<file path="config.mk">
export PLATFORM = sky130hd
export DESIGN_NAME = fan_tach_speed_monitor
export DESIGN_NICKNAME = d
export VERILOG_FILES = /design/src/fan_tach_pkg.sv /design/src/fan_tach_speed_monitor.sv /design/src/fan_spi_slave.sv
export SDC_FILE = /design/constraint.sdc
export NUM_CORES = 1
export LEC_CHECK = 0
export ABC_AREA = 0
export BUFFER_PORTS_ARGS = -buffer_cell sky130_fd_sc_hd__buf_2
export CORE_UTILIZATION = 50
export DETAILED_ROUTE_END_ITERATION = 10
export GPL_TIMING_DRIVEN = 0
export PLACE_DENSITY = 0.66
export SLEW_MARGIN = 20
export SYNTH_ARGS = -nofsm -noshare
export SYNTH_HDL_FRONTEND = slang
export SYNTH_SLANG_ARGS = --single-unit
</file>
<file path="constraint.sdc">
create_clock -name ref_clk -period 4.98 [get_ports ref_clk]
set_input_delay 0.498 -clock ref_clk [delete_from_list [all_inputs] [get_ports ref_clk]]
set_output_delay 0.498 -clock ref_clk [all_outputs]
set_load 0.01 [all_outputs]
</file>
<file path="src/fan_tach_pkg.sv">
package fan_tach_pkg;
  // serial command codes
  localparam logic [7:0] CMD_RD_LIMIT     = 8'hB1;
  localparam logic [7:0] CMD_WR_LIMIT     = 8'hB8;
  localparam logic [7:0] CMD_RD_FULLSCALE = 8'hBF;
  localparam logic [7:0] CMD_WR_FULLSCALE = 8'hC0;
  localparam logic [7:0] CMD_RD_PRESCALE  = 8'hBB;
  localparam logic [7:0] CMD_WR_PRESCALE  = 8'hBC;
  localparam logic [7:0] CMD_RD_PERIOD    = 8'hB0;
  localparam logic [7:0] CMD_RD_STATUS    = 8'hB2;
  localparam logic [7:0] CMD_WR_CONTROL   = 8'hB4;
  localparam logic [7:0] CMD_RD_CONTROL   = 8'hB3;
  // reset values and divider floor
  localparam logic [7:0] LIMIT_RST        = 8'hFF;
  localparam logic [7:0] FULLSCALE_RST    = 8'hFF;
  localparam logic [7:0] FULLSCALE_MIN    = 8'h7F;
  localparam logic [1:0] PRESCALE_RST     = 2'h1;
  // field positions
  localparam int         STATUS_FAIL_BIT  = 0;
  localparam int         CTRL_CURSENSE_BIT = 1;
  // timebase and byte width
  localparam int         REF_CLK_HZ       = 100000000;
  localparam int         TIMEBASE_HZ      = 8415;
  localparam int         TIMEBASE_DIV     = REF_CLK_HZ / TIMEBASE_HZ;
  localparam int         BYTE_BITS        = 8;

  typedef struct packed {
    logic       sclk;
    logic       cs_n;
    logic       sdin;
  } spi_in_t;

  typedef struct packed {
    logic [7:0] limit;
    logic [7:0] full_scale_divider;
    logic [1:0] tach_prescale_select;
    logic       cur_sense;
  } cfg_t;
endpackage

</file>
<file path="src/fan_tach_speed_monitor.sv">
`timescale 1ns/1ps
// Operation
// RL1 - limit register read B1, write B8
// RL2 - flag status when period exceeds limit
// RL3 - divide internal clock to 8415 Hz
// RL4 - full-scale reference is 8415 over divider
// RL5 - software keeps prescaled tach 33-66 Hz
// RL6 - current step makes one internal pulse
// RL7 - current-sense pulse rate is tach times P/(P-1)
// RL8 - software sets divider for current-sense mode
// RL9 - software sets limit from fan-fail ratio
// RL10 - no prescale of one in current-sense; code still divides by 1 at prescale select 0 with cur_sense set
// RL11 - count timebase ticks between speed pulses
// RL12 - counter overflow ORs into fail bit
// RL13 - prescale codes divide by 1,2,4,8
// RL14 - divider floors at 127, resets to 255
// RL15 - frame is command byte plus data byte
module fan_tach_speed_monitor #(
  parameter int TB_DIV = fan_tach_pkg::TIMEBASE_DIV
) (
  // clock and reset
  input  wire logic ref_clk,
  input  wire logic rst_n,
  input  wire logic clk_en,
  // serial port
  input  wire logic sclk,
  input  wire logic cs_n,
  input  wire logic sdin,
  output logic      sdout,
  // fan feedback
  input  wire logic tach_in,
  input  wire logic current_step,
  // regulation loop
  output logic      ref_pulse,
  output logic      speed_pulse,
  output logic      fan_fail
);
  typedef enum logic [1:0] {
    ST_IDLE = 2'b01,
    ST_RUN  = 2'b10
  } meas_state_t;

  logic                  rst_s1_q, rst_s2_q;
  logic [2:0]            pin_s1_q, pin_s2_q;
  logic [1:0]            fb_s1_q, fb_s2_q;
  fan_tach_pkg::spi_in_t pins;
  fan_tach_pkg::cfg_t    cfg_q;
  logic [7:0]            cmd, wr_data, rd_data, period_q, period_cnt_q;
  logic                  cmd_valid, wr_strobe, tb_tick, raw_pulse;
  logic [31:0]           tb_cnt_q;
  logic [7:0]            fs_cnt_q, fs_eff;
  logic [2:0]            pre_cnt_q;
  logic [2:0]            pre_max;
  logic                  fail_q, ovf_q, fb_d1_q;
  meas_state_t           state_q;

  ////////////////////////////////////////////////////////////////////////
  // reset release and pin synchronisers
  always_ff @(posedge ref_clk or negedge rst_n) begin
    if (!rst_n) begin
      rst_s1_q <= 1'b0;
      rst_s2_q <= 1'b0;
    end else begin
      rst_s1_q <= 1'b1;
      rst_s2_q <= rst_s1_q;
    end
  end

  always_ff @(posedge ref_clk or negedge rst_s2_q) begin
    if (!rst_s2_q) begin
      pin_s1_q <= 3'h2;
      pin_s2_q <= 3'h2;
      fb_s1_q  <= 2'h0;
      fb_s2_q  <= 2'h0;
    end else if (clk_en) begin
      pin_s1_q <= {sclk, cs_n, sdin};
      pin_s2_q <= pin_s1_q;
      fb_s1_q  <= {tach_in, current_step};
      fb_s2_q  <= fb_s1_q;
    end
  end

  assign pins = '{sclk: pin_s2_q[2], cs_n: pin_s2_q[1], sdin: pin_s2_q[0]};

  ////////////////////////////////////////////////////////////////////////
  // serial port
  fan_spi_slave u_spi (
    .ref_clk   (ref_clk),
    .rst_n     (rst_s2_q),
    .clk_en    (clk_en),
    .pins      (pins),
    .rd_data   (rd_data),
    .cmd_q     (cmd),
    .cmd_valid (cmd_valid),
    .wr_data   (wr_data),
    .wr_strobe (wr_strobe),
    .sdout     (sdout)
  );

  always_comb begin
    if (cmd == fan_tach_pkg::CMD_RD_LIMIT) begin
      rd_data = cfg_q.limit; // RL1
    end else if (cmd == fan_tach_pkg::CMD_RD_FULLSCALE) begin
      rd_data = cfg_q.full_scale_divider;
    end else if (cmd == fan_tach_pkg::CMD_RD_PRESCALE) begin
      rd_data = {6'h00, cfg_q.tach_prescale_select};
    end else if (cmd == fan_tach_pkg::CMD_RD_PERIOD) begin
      rd_data = period_q;
    end else if (cmd == fan_tach_pkg::CMD_RD_STATUS) begin
      rd_data = {7'h00, fail_q};
    end else if (cmd == fan_tach_pkg::CMD_RD_CONTROL) begin
      rd_data = {6'h00, cfg_q.cur_sense, 1'b0};
    end else begin
      rd_data = 8'h00;
    end
  end

  always_ff @(posedge ref_clk or negedge rst_s2_q) begin
    if (!rst_s2_q) begin
      cfg_q.limit                <= fan_tach_pkg::LIMIT_RST;
      cfg_q.full_scale_divider   <= fan_tach_pkg::FULLSCALE_RST; // RL14
      cfg_q.tach_prescale_select <= fan_tach_pkg::PRESCALE_RST;
      cfg_q.cur_sense            <= 1'b0;
    end else if (clk_en && wr_strobe && cmd_valid) begin // RL15
      if (cmd == fan_tach_pkg::CMD_WR_LIMIT) begin
        cfg_q.limit <= wr_data; // RL1
      end else if (cmd == fan_tach_pkg::CMD_WR_FULLSCALE) begin
        cfg_q.full_scale_divider <= wr_data;
      end else if (cmd == fan_tach_pkg::CMD_WR_PRESCALE) begin
        cfg_q.tach_prescale_select <= wr_data[1:0];
      end else if (cmd == fan_tach_pkg::CMD_WR_CONTROL) begin
        cfg_q.cur_sense <= wr_data[fan_tach_pkg::CTRL_CURSENSE_BIT];
      end
    end
  end

  ////////////////////////////////////////////////////////////////////////
  // timebase and full-scale reference
  assign tb_tick = (tb_cnt_q == 32'(TB_DIV - 1)); // RL3

  always_ff @(posedge ref_clk or negedge rst_s2_q) begin
    if (!rst_s2_q) begin
      tb_cnt_q <= 32'h0000_0000;
    end else if (clk_en) begin
      tb_cnt_q <= tb_tick ? 32'h0000_0000 : tb_cnt_q + 32'h0000_0001; // RL3
    end
  end

  assign fs_eff = (cfg_q.full_scale_divider < fan_tach_pkg::FULLSCALE_MIN) ?
                  fan_tach_pkg::FULLSCALE_MIN : cfg_q.full_scale_divider; // RL14

  always_ff @(posedge ref_clk or negedge rst_s2_q) begin
    if (!rst_s2_q) begin
      fs_cnt_q  <= 8'h00;
      ref_pulse <= 1'b0;
    end else if (clk_en) begin
      ref_pulse <= 1'b0;
      if (tb_tick) begin
        if (fs_cnt_q >= fs_eff - 8'h01) begin
          fs_cnt_q  <= 8'h00;
          ref_pulse <= 1'b1; // RL4
        end else begin
          fs_cnt_q <= fs_cnt_q + 8'h01;
        end
      end
    end
  end

  ////////////////////////////////////////////////////////////////////////
  // feedback source and prescaler
  // current-sense edges give one pulse per rising step
  assign raw_pulse = (cfg_q.cur_sense ? fb_s2_q[0] : fb_s2_q[1]) & ~fb_d1_q; // RL6
  assign pre_max = 3'((4'h1 << cfg_q.tach_prescale_select) - 4'h1); // RL13

  always_ff @(posedge ref_clk or negedge rst_s2_q) begin
    if (!rst_s2_q) begin
      fb_d1_q     <= 1'b0;
      pre_cnt_q   <= 3'h0;
      speed_pulse <= 1'b0;
    end else if (clk_en) begin
      fb_d1_q     <= cfg_q.cur_sense ? fb_s2_q[0] : fb_s2_q[1];
      speed_pulse <= 1'b0;
      if (raw_pulse) begin
        if (pre_cnt_q >= pre_max) begin
          pre_cnt_q   <= 3'h0;
          speed_pulse <= 1'b1; // RL13
        end else begin
          pre_cnt_q <= pre_cnt_q + 3'h1; // RL7
        end
      end
    end
  end

  ////////////////////////////////////////////////////////////////////////
  // period measurement and failure flag
  always_ff @(posedge ref_clk or negedge rst_s2_q) begin
    if (!rst_s2_q) begin
      state_q      <= ST_IDLE;
      period_cnt_q <= 8'h00;
      period_q     <= 8'h00;
      ovf_q        <= 1'b0;
    end else if (clk_en) begin
      case (state_q)
        ST_IDLE: begin
          if (speed_pulse) begin
            state_q      <= ST_RUN;
            period_cnt_q <= 8'h00;
          end
        end
        ST_RUN: begin
          if (speed_pulse) begin
            period_q     <= period_cnt_q; // RL11
            period_cnt_q <= 8'h00;
            ovf_q        <= 1'b0;
          end else if (tb_tick) begin
            if (period_cnt_q == 8'hFF) begin
              ovf_q <= 1'b1; // RL12
            end else begin
              period_cnt_q <= period_cnt_q + 8'h01; // RL11
            end
          end
        end
        default: state_q <= ST_IDLE;
      endcase
    end
  end

  always_ff @(posedge ref_clk or negedge rst_s2_q) begin
    if (!rst_s2_q) begin
      fail_q <= 1'b0;
    end else if (clk_en) begin
      fail_q <= (period_q > cfg_q.limit) | ovf_q; // RL2 RL12
    end
  end

  assign fan_fail = fail_q;
endmodule

</file>
<file path="src/fan_spi_slave.sv">
`timescale 1ns/1ps
module fan_spi_slave (
  // clock and reset
  input  wire logic                  ref_clk,
  input  wire logic                  rst_n,
  input  wire logic                  clk_en,
  // synchronised pins
  input  wire fan_tach_pkg::spi_in_t pins,
  // read data to shift out
  input  wire logic [7:0]            rd_data,
  // decoded frame
  output logic [7:0]                 cmd_q,
  output logic                       cmd_valid,
  output logic [7:0]                 wr_data,
  output logic                       wr_strobe,
  output logic                       sdout
);
  localparam logic [4:0] CMD_LAST   = 5'(fan_tach_pkg::BYTE_BITS - 1);
  localparam logic [4:0] DATA_FIRST = 5'(fan_tach_pkg::BYTE_BITS);
  localparam logic [4:0] FRAME_LAST = 5'(2 * fan_tach_pkg::BYTE_BITS - 1);
  localparam logic [4:0] FRAME_BITS = 5'(2 * fan_tach_pkg::BYTE_BITS);

  logic       sclk_d1_q;
  logic [4:0] bit_cnt_q;
  logic [7:0] shift_q;
  logic [7:0] out_q;
  logic       rise;
  logic       fall;

  assign rise = pins.sclk & ~sclk_d1_q;
  assign fall = ~pins.sclk & sclk_d1_q;
  assign cmd_valid = (bit_cnt_q >= DATA_FIRST);
  assign sdout = out_q[7];

  always_ff @(posedge ref_clk or negedge rst_n) begin
    if (!rst_n) begin
      sclk_d1_q <= 1'b0;
    end else if (clk_en) begin
      sclk_d1_q <= pins.sclk;
    end
  end

  // command byte then one data byte per frame
  always_ff @(posedge ref_clk or negedge rst_n) begin
    if (!rst_n) begin
      bit_cnt_q <= 5'h00;
      shift_q   <= 8'h00;
      cmd_q     <= 8'h00;
      wr_data   <= 8'h00;
      wr_strobe <= 1'b0;
    end else if (clk_en) begin
      wr_strobe <= 1'b0;
      if (pins.cs_n) begin
        bit_cnt_q <= 5'h00;
      end else if (rise && bit_cnt_q != FRAME_BITS) begin
        shift_q   <= {shift_q[6:0], pins.sdin};
        bit_cnt_q <= bit_cnt_q + 5'h01;
        if (bit_cnt_q == CMD_LAST) begin
          cmd_q <= {shift_q[6:0], pins.sdin};
        end
        if (bit_cnt_q == FRAME_LAST) begin
          wr_data   <= {shift_q[6:0], pins.sdin};
          wr_strobe <= 1'b1;
        end
      end
    end
  end

  // read data shifts out on falling edges after the command byte
  always_ff @(posedge ref_clk or negedge rst_n) begin
    if (!rst_n) begin
      out_q <= 8'h00;
    end else if (clk_en) begin
      if (pins.cs_n) begin
        out_q <= 8'h00;
      end else if (fall && bit_cnt_q == DATA_FIRST) begin
        out_q <= rd_data;
      end else if (fall && bit_cnt_q > DATA_FIRST) begin
        out_q <= {out_q[6:0], 1'b0};
      end
    end
  end
endmodule

</file>
# == After elaboration in Yosys (flattened, before gate mapping) ==
# Cells that the tools add are included.
# totals
regBits,135
input_bits,8
out_inout_bits,4
wordCells,133
# op_classes
addsub,7
magnitude_cmp,6
eq_ne,21
shifts,1
mux,33
bitwise,12
n_reduce_logical,25
# op_table
op,n
8-bit two-way mux,13
8-bit == test (second input constant),11
32-bit by 1-bit adder with 32-bit output (second input constant),1
32-bit by 14-bit == test with 1-bit output (second input constant),1
32-bit two-way mux,1
8-bit by 1-bit adder with 8-bit output (second input constant),2
8-bit case mux with 2 select lines,1
4-bit AND reduction,4
3-bit AND reduction,4
1-bit two-way mux,11
5-bit by 4-bit == test with 1-bit output (second input constant),2
5-bit two-way mux,2
2-bit AND reduction,5
5-bit AND reduction,2
8-bit greater-or-equal comparator,1
8-bit > comparator,1
8-bit by 7-bit < comparator with 1-bit output (second input constant),1
1-bit NOT,8
2-bit nonzero test,4
8-bit by 1-bit subtractor with 8-bit output (second input constant),1
2-bit two-way mux,3
3-bit != test (second input constant),2
5-bit by 1-bit adder with 5-bit output (second input constant),1
5-bit by 3-bit == test with 1-bit output (second input constant),1
16 further kinds,22

# == Longest topological paths before layout ==
# logic_depth
word_depth,9
depth_mapped,13
ltp_nobuf,12

# == Modules after synthesis ==
# A second synthesis with hierarchy kept.
# hier_totals
cells_unflattened,604
area_unflattened_um2,6912.9
# modules_own_cells
mod,instances,cells_each,area_per_inst_um2,seq_area_each_um2
fan_tach_speed_monitor,1,482,5201.2,2452.4
fan_spi_slave,1,122,1711.6,950.9

# == Worst setup path after synthesis ==
# OpenSTA, ideal clock, no wires.
# synth_path
kind,register -> register
start,register cfg_q[10] (netlist name)
end,register fs_cnt_q[5]
setup_time_ns,0.124
arrival_time_ns,2.808
t_required_ns,4.856
slack_ns,2.048
stages_incl_launch_ff,14
n_path_buf,1
synth_period_minus_slack_ns,2.932
path_cell_list,dfstp_2 clkbuf_1 nor2b_1 ha_1 nand2_1 nor3_1 xnor2_1 and2_1 ha_1 nand2_1 o21ai_0 a21o_1 a21oi_1 a211o_1
# synth_between
elab_chain_cells,5
# synth_rtl
item,line,source
"start, declared",fan_tach_speed_monitor.sv:47,fan_tach_pkg::cfg_t cfg_q;
8-bit by 7-bit < comparator with 1-bit output,fan_tach_speed_monitor.sv:149,assign fs_eff = (cfg_q.full_scale_divider < fan_tach_pkg::FULLSCALE_MIN) ?
8-bit two-way mux (*),fan_tach_speed_monitor.sv:149,
8-bit by 1-bit subtractor with 8-bit output (*),fan_tach_speed_monitor.sv:159,if (fs_cnt_q >= fs_eff - 8'h01) begin
8-bit greater-or-equal comparator (*),fan_tach_speed_monitor.sv:159,
8-bit two-way mux (*),fan_tach_speed_monitor.sv:159,
"end signal, assigned",fan_tach_speed_monitor.sv:163,fs_cnt_q <= fs_cnt_q + 8'h01;
"end, declared",fan_tach_speed_monitor.sv:51,"logic [7:0] fs_cnt_q, fs_eff;"
# Mark *: on every way between the ends. The rest lies on a longest branch, timed or not.
# A chain may end at the register's enable or synchronous reset.

# == Final worst setup path ==
# layout_path
start,register cfg_q[10] (netlist name)
end,register fs_cnt_q[6]
# Same word-level chain as after synthesis.

==> summary.txt <==
GRT
  • Initial antenna violation count: 0
  • Largest net degree at the start of global routing: between 50 and 60
  • Total GRT Usage: between 20% and 30%
  • Vias in the first global route: a little over 5000
  • GRT overflow: 0
  • First-pass GRT wire length: approximately 25 mm

Detailed routing
  • Drt total wl: ~15 mm
  • M1 wire length: 7.074 mm
  • Initial DRC count: 322
  • Wire length on met3: slightly below 700 um
  • Met2 WL post-DR: between 6 and 7 mm
  • Via count: 5066
  • DR top layer: met4
  • Remaining antenna violation count: 0
  • Routed len/inst: 16.76 um
  • Vias per cell: between 5 and 6
  • Residual DRC: 0
  • Drt first pass iters: 4

Synthesis
  • Ys flop type: dfrtp_1
  • Xor and xnor fraction of the mapped netlist area: a little under 4%
  • Post-synth ARST share: 100.0%
  • Synth Area in Adders: approximately 5%
  • Yosys cell types: 65
  • Synth warn: 0
  • Synthesized area: about 0.0070 sq mm
  • Post-synth EDFFs: 0
  • Post-synthesis sequential area ratio: 48.62%
  • Compound-Gate Fraction of Synth Area: between 10 and 15%
  • Synth Register Bits: around 140
  • Simple-gate area share of the yosys netlist: between 10% and 20%
  • Mux cell area share after synthesis: around a tenth
  • Largest family of logic cells by synthesized area: simple AND/OR/NAND/NOR gates
  • Post-Syn Area per Cell: between 10 and 15 sq um
  • Syn nets: between 600 and 700
  • Syn Inst Count: between 600 and 700

Setup path
  • Kind of critical path: register to register
  • Worst Path Max Fanout: 10
  • Reg2reg setup slack: approximately 1.5 ns
  • Endpoint arrival time on the critical path: 3.81 ns
  • Crit-path cells: clkbuf_1, nor2b_1, ha_1, nand2_1, nor3_1, xnor2_1, and2_1, ha_1, nand2_1, o21ai_0, a21o_1, a21oi_1, a211o_1
  • CP max stage cell: dfstp_2
  • Worst setup EP type: register
  • R2R Path Start: cfg_q[10]$_DFFE_PN1P_
  • R2R depth: 13
  • Reg2reg end: fs_cnt_q[6]$_DFFE_PN0P_
  • CP Launch Type: register
  • Crit. Startpoint: cfg_q[10]$_DFFE_PN1P_
  • Required @ worst endpoint: approximately 5.3 ns
  • CP max stage delay: approximately 0.53 ns

Final layout
  • Antenna diodes: 0
  • Cell Count, Final, Fillers Out: 869
  • Final #Nets: ~700
  • Fin area: between 0.007 and 0.008 sq mm
  • Final cell utilization of the core: between 50% and 60%
  • Syn-to-layout area delta: 12.50%
  • Layout cells sized above 1: between 20% and 30%

Placed design
  • GPL Wtd Cong: 0.8503
  • Place WS: 1.570 ns
  • IO buf count: 11
  • Post-DP Area: between 0.007 and 0.008 sq mm
  • Hpwl dp: around 11 mm
  • Placed insts: around 840

Timing
  • Max Fclk: between 200 and 300 MHz
  • Unrepaired setup endpoints after global routing: no
  • Final Max Slew Viols: 0
  • Fin crit share: a little over two thirds
  • Slew @ Worst Pin: about 0.82 ns
  • Final worst slack: 1.477 ns
  • Minimum clock period: about 3.5 ns
  • Final setup viols: 0
  • Rel. slew slack: between 40 and 50%
  • Clock skew: about 0.0051 ns
  • Final hold vios: 0

Hold path
  • Min-Delay Path Class: primary input to register
  • Worst Hold Depth: 2
  • HP Start: current_step
  • Hold EP: fb_s1_q[0]$_DFFE_PN0P_

Floorplan
  • Core area: 0.01345 sq mm
  • IO Pins: 12
  • Die X: 120.3 um
  • FP Rows: 42
  • Die area: approximately 0.014 sq mm
  • Initial core utilization: between 50% and 60%
  • Die H: 120.3 um

CTS
  • Clock Latency Late Sink: around 0.42 ns
  • CTS Buffer Depth: 2
  • CTS tree: yes
  • TritonCTS Buffers: 17
  • CTS Hold Buffers Added: 1
  • Post_cts resized: 0
  • Clock tree root buffer cell: clkbuf_16
  • H-tree depth: 4
  • Post-CTS Setup Inserts: 0
  • # clock sinks: approximately 140
  • CTS clk-pin slew, worst paths: 0.06 ns

Flow run
  • Max-cap viol count: 0

Status
  • Status: completed

Power and ir drop
  • PwrDens: approximately 340 mW/mm^2
  • Leak: roughly 3.4 nW
  • Peak supply drop: between 0.0002 and 0.00025 V
## layout by cell type, fill, tap and decap left out, types with 10 or more instances in the layout
cell / instances
nor3_1: 10
xnor2_1: 23
nor2_1: 30
o21ai_0: 36
nand4_1: 20
clkbuf_16: 17
nand2_1: 49
buf_2: 12
nand3_1: 23
dfrtp_1: 114
inv_1: 31
and3_1: 10
dfstp_2: 20
ha_1: 28
a21oi_1: 31
mux2_2: 58
clkbuf_1: 18
## sequential cells by signal (all words and copies together), names as in the netlist, 3 cells and up
signal and count:
cfg_q 19, fs_cnt_q 8, period_cnt_q 8, period_q 8
pin_s1_q 3, pin_s2_q 3, pre_cnt_q 3, tb_cnt_q 32
u_spi.bit_cnt_q 5, u_spi.cmd_q 8, u_spi.out_q 8, u_spi.shift_q 7
u_spi.wr_data 8
## critical path: cells and delay by family (launching register included)
family / cells / cell delay [ns]
buffers and inverters: 1 / 0.34
adder cells (fa/ha/maj): 2 / 0.49
AO/OA/AOI/OAI: 4 / 1.14
XOR/XNOR: 1 / 0.10
flip-flops: 1 / 0.53
AND/OR/NAND/NOR: 5 / 0.78
## power by group
group | leakage (nW) | switching (W) | internal, W | total [W]
registers | 1.74 | 0.000109 | 0.00119 | 0.00130
clock network | 0.268 | 0.000452 | 0.000681 | 0.00113
logic | 1.42 | 0.000136 | 0.000127 | 0.000263
## final cells by class
cell class	count	area [sq um]
Sequential cell	135	3407
Buffer	21	103.9
Inverter	32	120.1
Clock inverter	9	50.05
Clock buffer	23	488.0
Fill cell	1153	5579
Multi-Input combinational cell	459	3372
Timing Repair Buffer	14	112.6
Tap cell	176	220.2
## worst max-delay path by stage
stage,to,slack (ns),depth (start not counted)
final,fs_cnt_q[6]$_DFFE_PN0P_,1.48,13
after global routing,fs_cnt_q[6]$_DFFE_PN0P_,1.22,13
after CTS,fs_cnt_q[6]$_DFFE_PN0P_,1.46,13
after detailed placement,fs_cnt_q[6]$_DFFE_PN0P_,1.57,13
after global placement,period_cnt_q[5]$_DFFE_PN0P_,-0.36,0
after floorplan,cfg_q[0]$_DFFE_PN0P_,0.98,0
## synth_stat cells, types with 6 or more instances
master    instances  area share [%]
o21ai_0          36             2.6
a21o_1            7            0.75
nand2_1          49             2.6
ha_1             28             5.0
nor2b_1           7            0.63
o31ai_1           8            0.86
nor2_1           30             1.6
inv_1            31             1.7
mux2_2           58             9.3
clkbuf_1         16            0.86
a22o_1            9             1.1
nand3_1          23             1.6
dfrtp_1         115              41
a21oi_1          31             2.2
xnor2_1          23             2.9
nor3_1           10            0.72
nor4_1            9            0.80
and3_1           10            0.89
dfstp_2          20             7.5
nand4_1          20             1.8
a22oi_1           6            0.64
nand2b_1          6            0.54
xor2_1            8             1.0
## metrics by stage
stage	power [W]	hold WS (ns)	setup TNS [ns]
after floorplan	0.001484	0.2024	0
after CTS	0.002720	0.2930	0
after detailed placement	0.001577	0.2844	0
after global placement	0.001554	0.2827	-39.22
final	0.002694	0.3075	0
after global routing	0.002816	0.2968	0
## cell families (layout without fill, tap and decap cells)
group,after synthesis,after routing
other,1,1
AND/OR/NAND/NOR,207,207
buffers and inverters,53,99
XOR/XNOR,31,31
AO/OA/AOI/OAI,130,130
multiplexers,62,62
adder cells (fa/ha/maj),28,28
flip-flops,135,135
## per-layer routing
metal	vias up	GRT usage, %
li1	2442	-
met1	2506	30.74
met2	93	34.30
met3	25	5.425
met4	0	8.488
met5	-	0
Note: power is estimated with default switching activity, not from simulation.
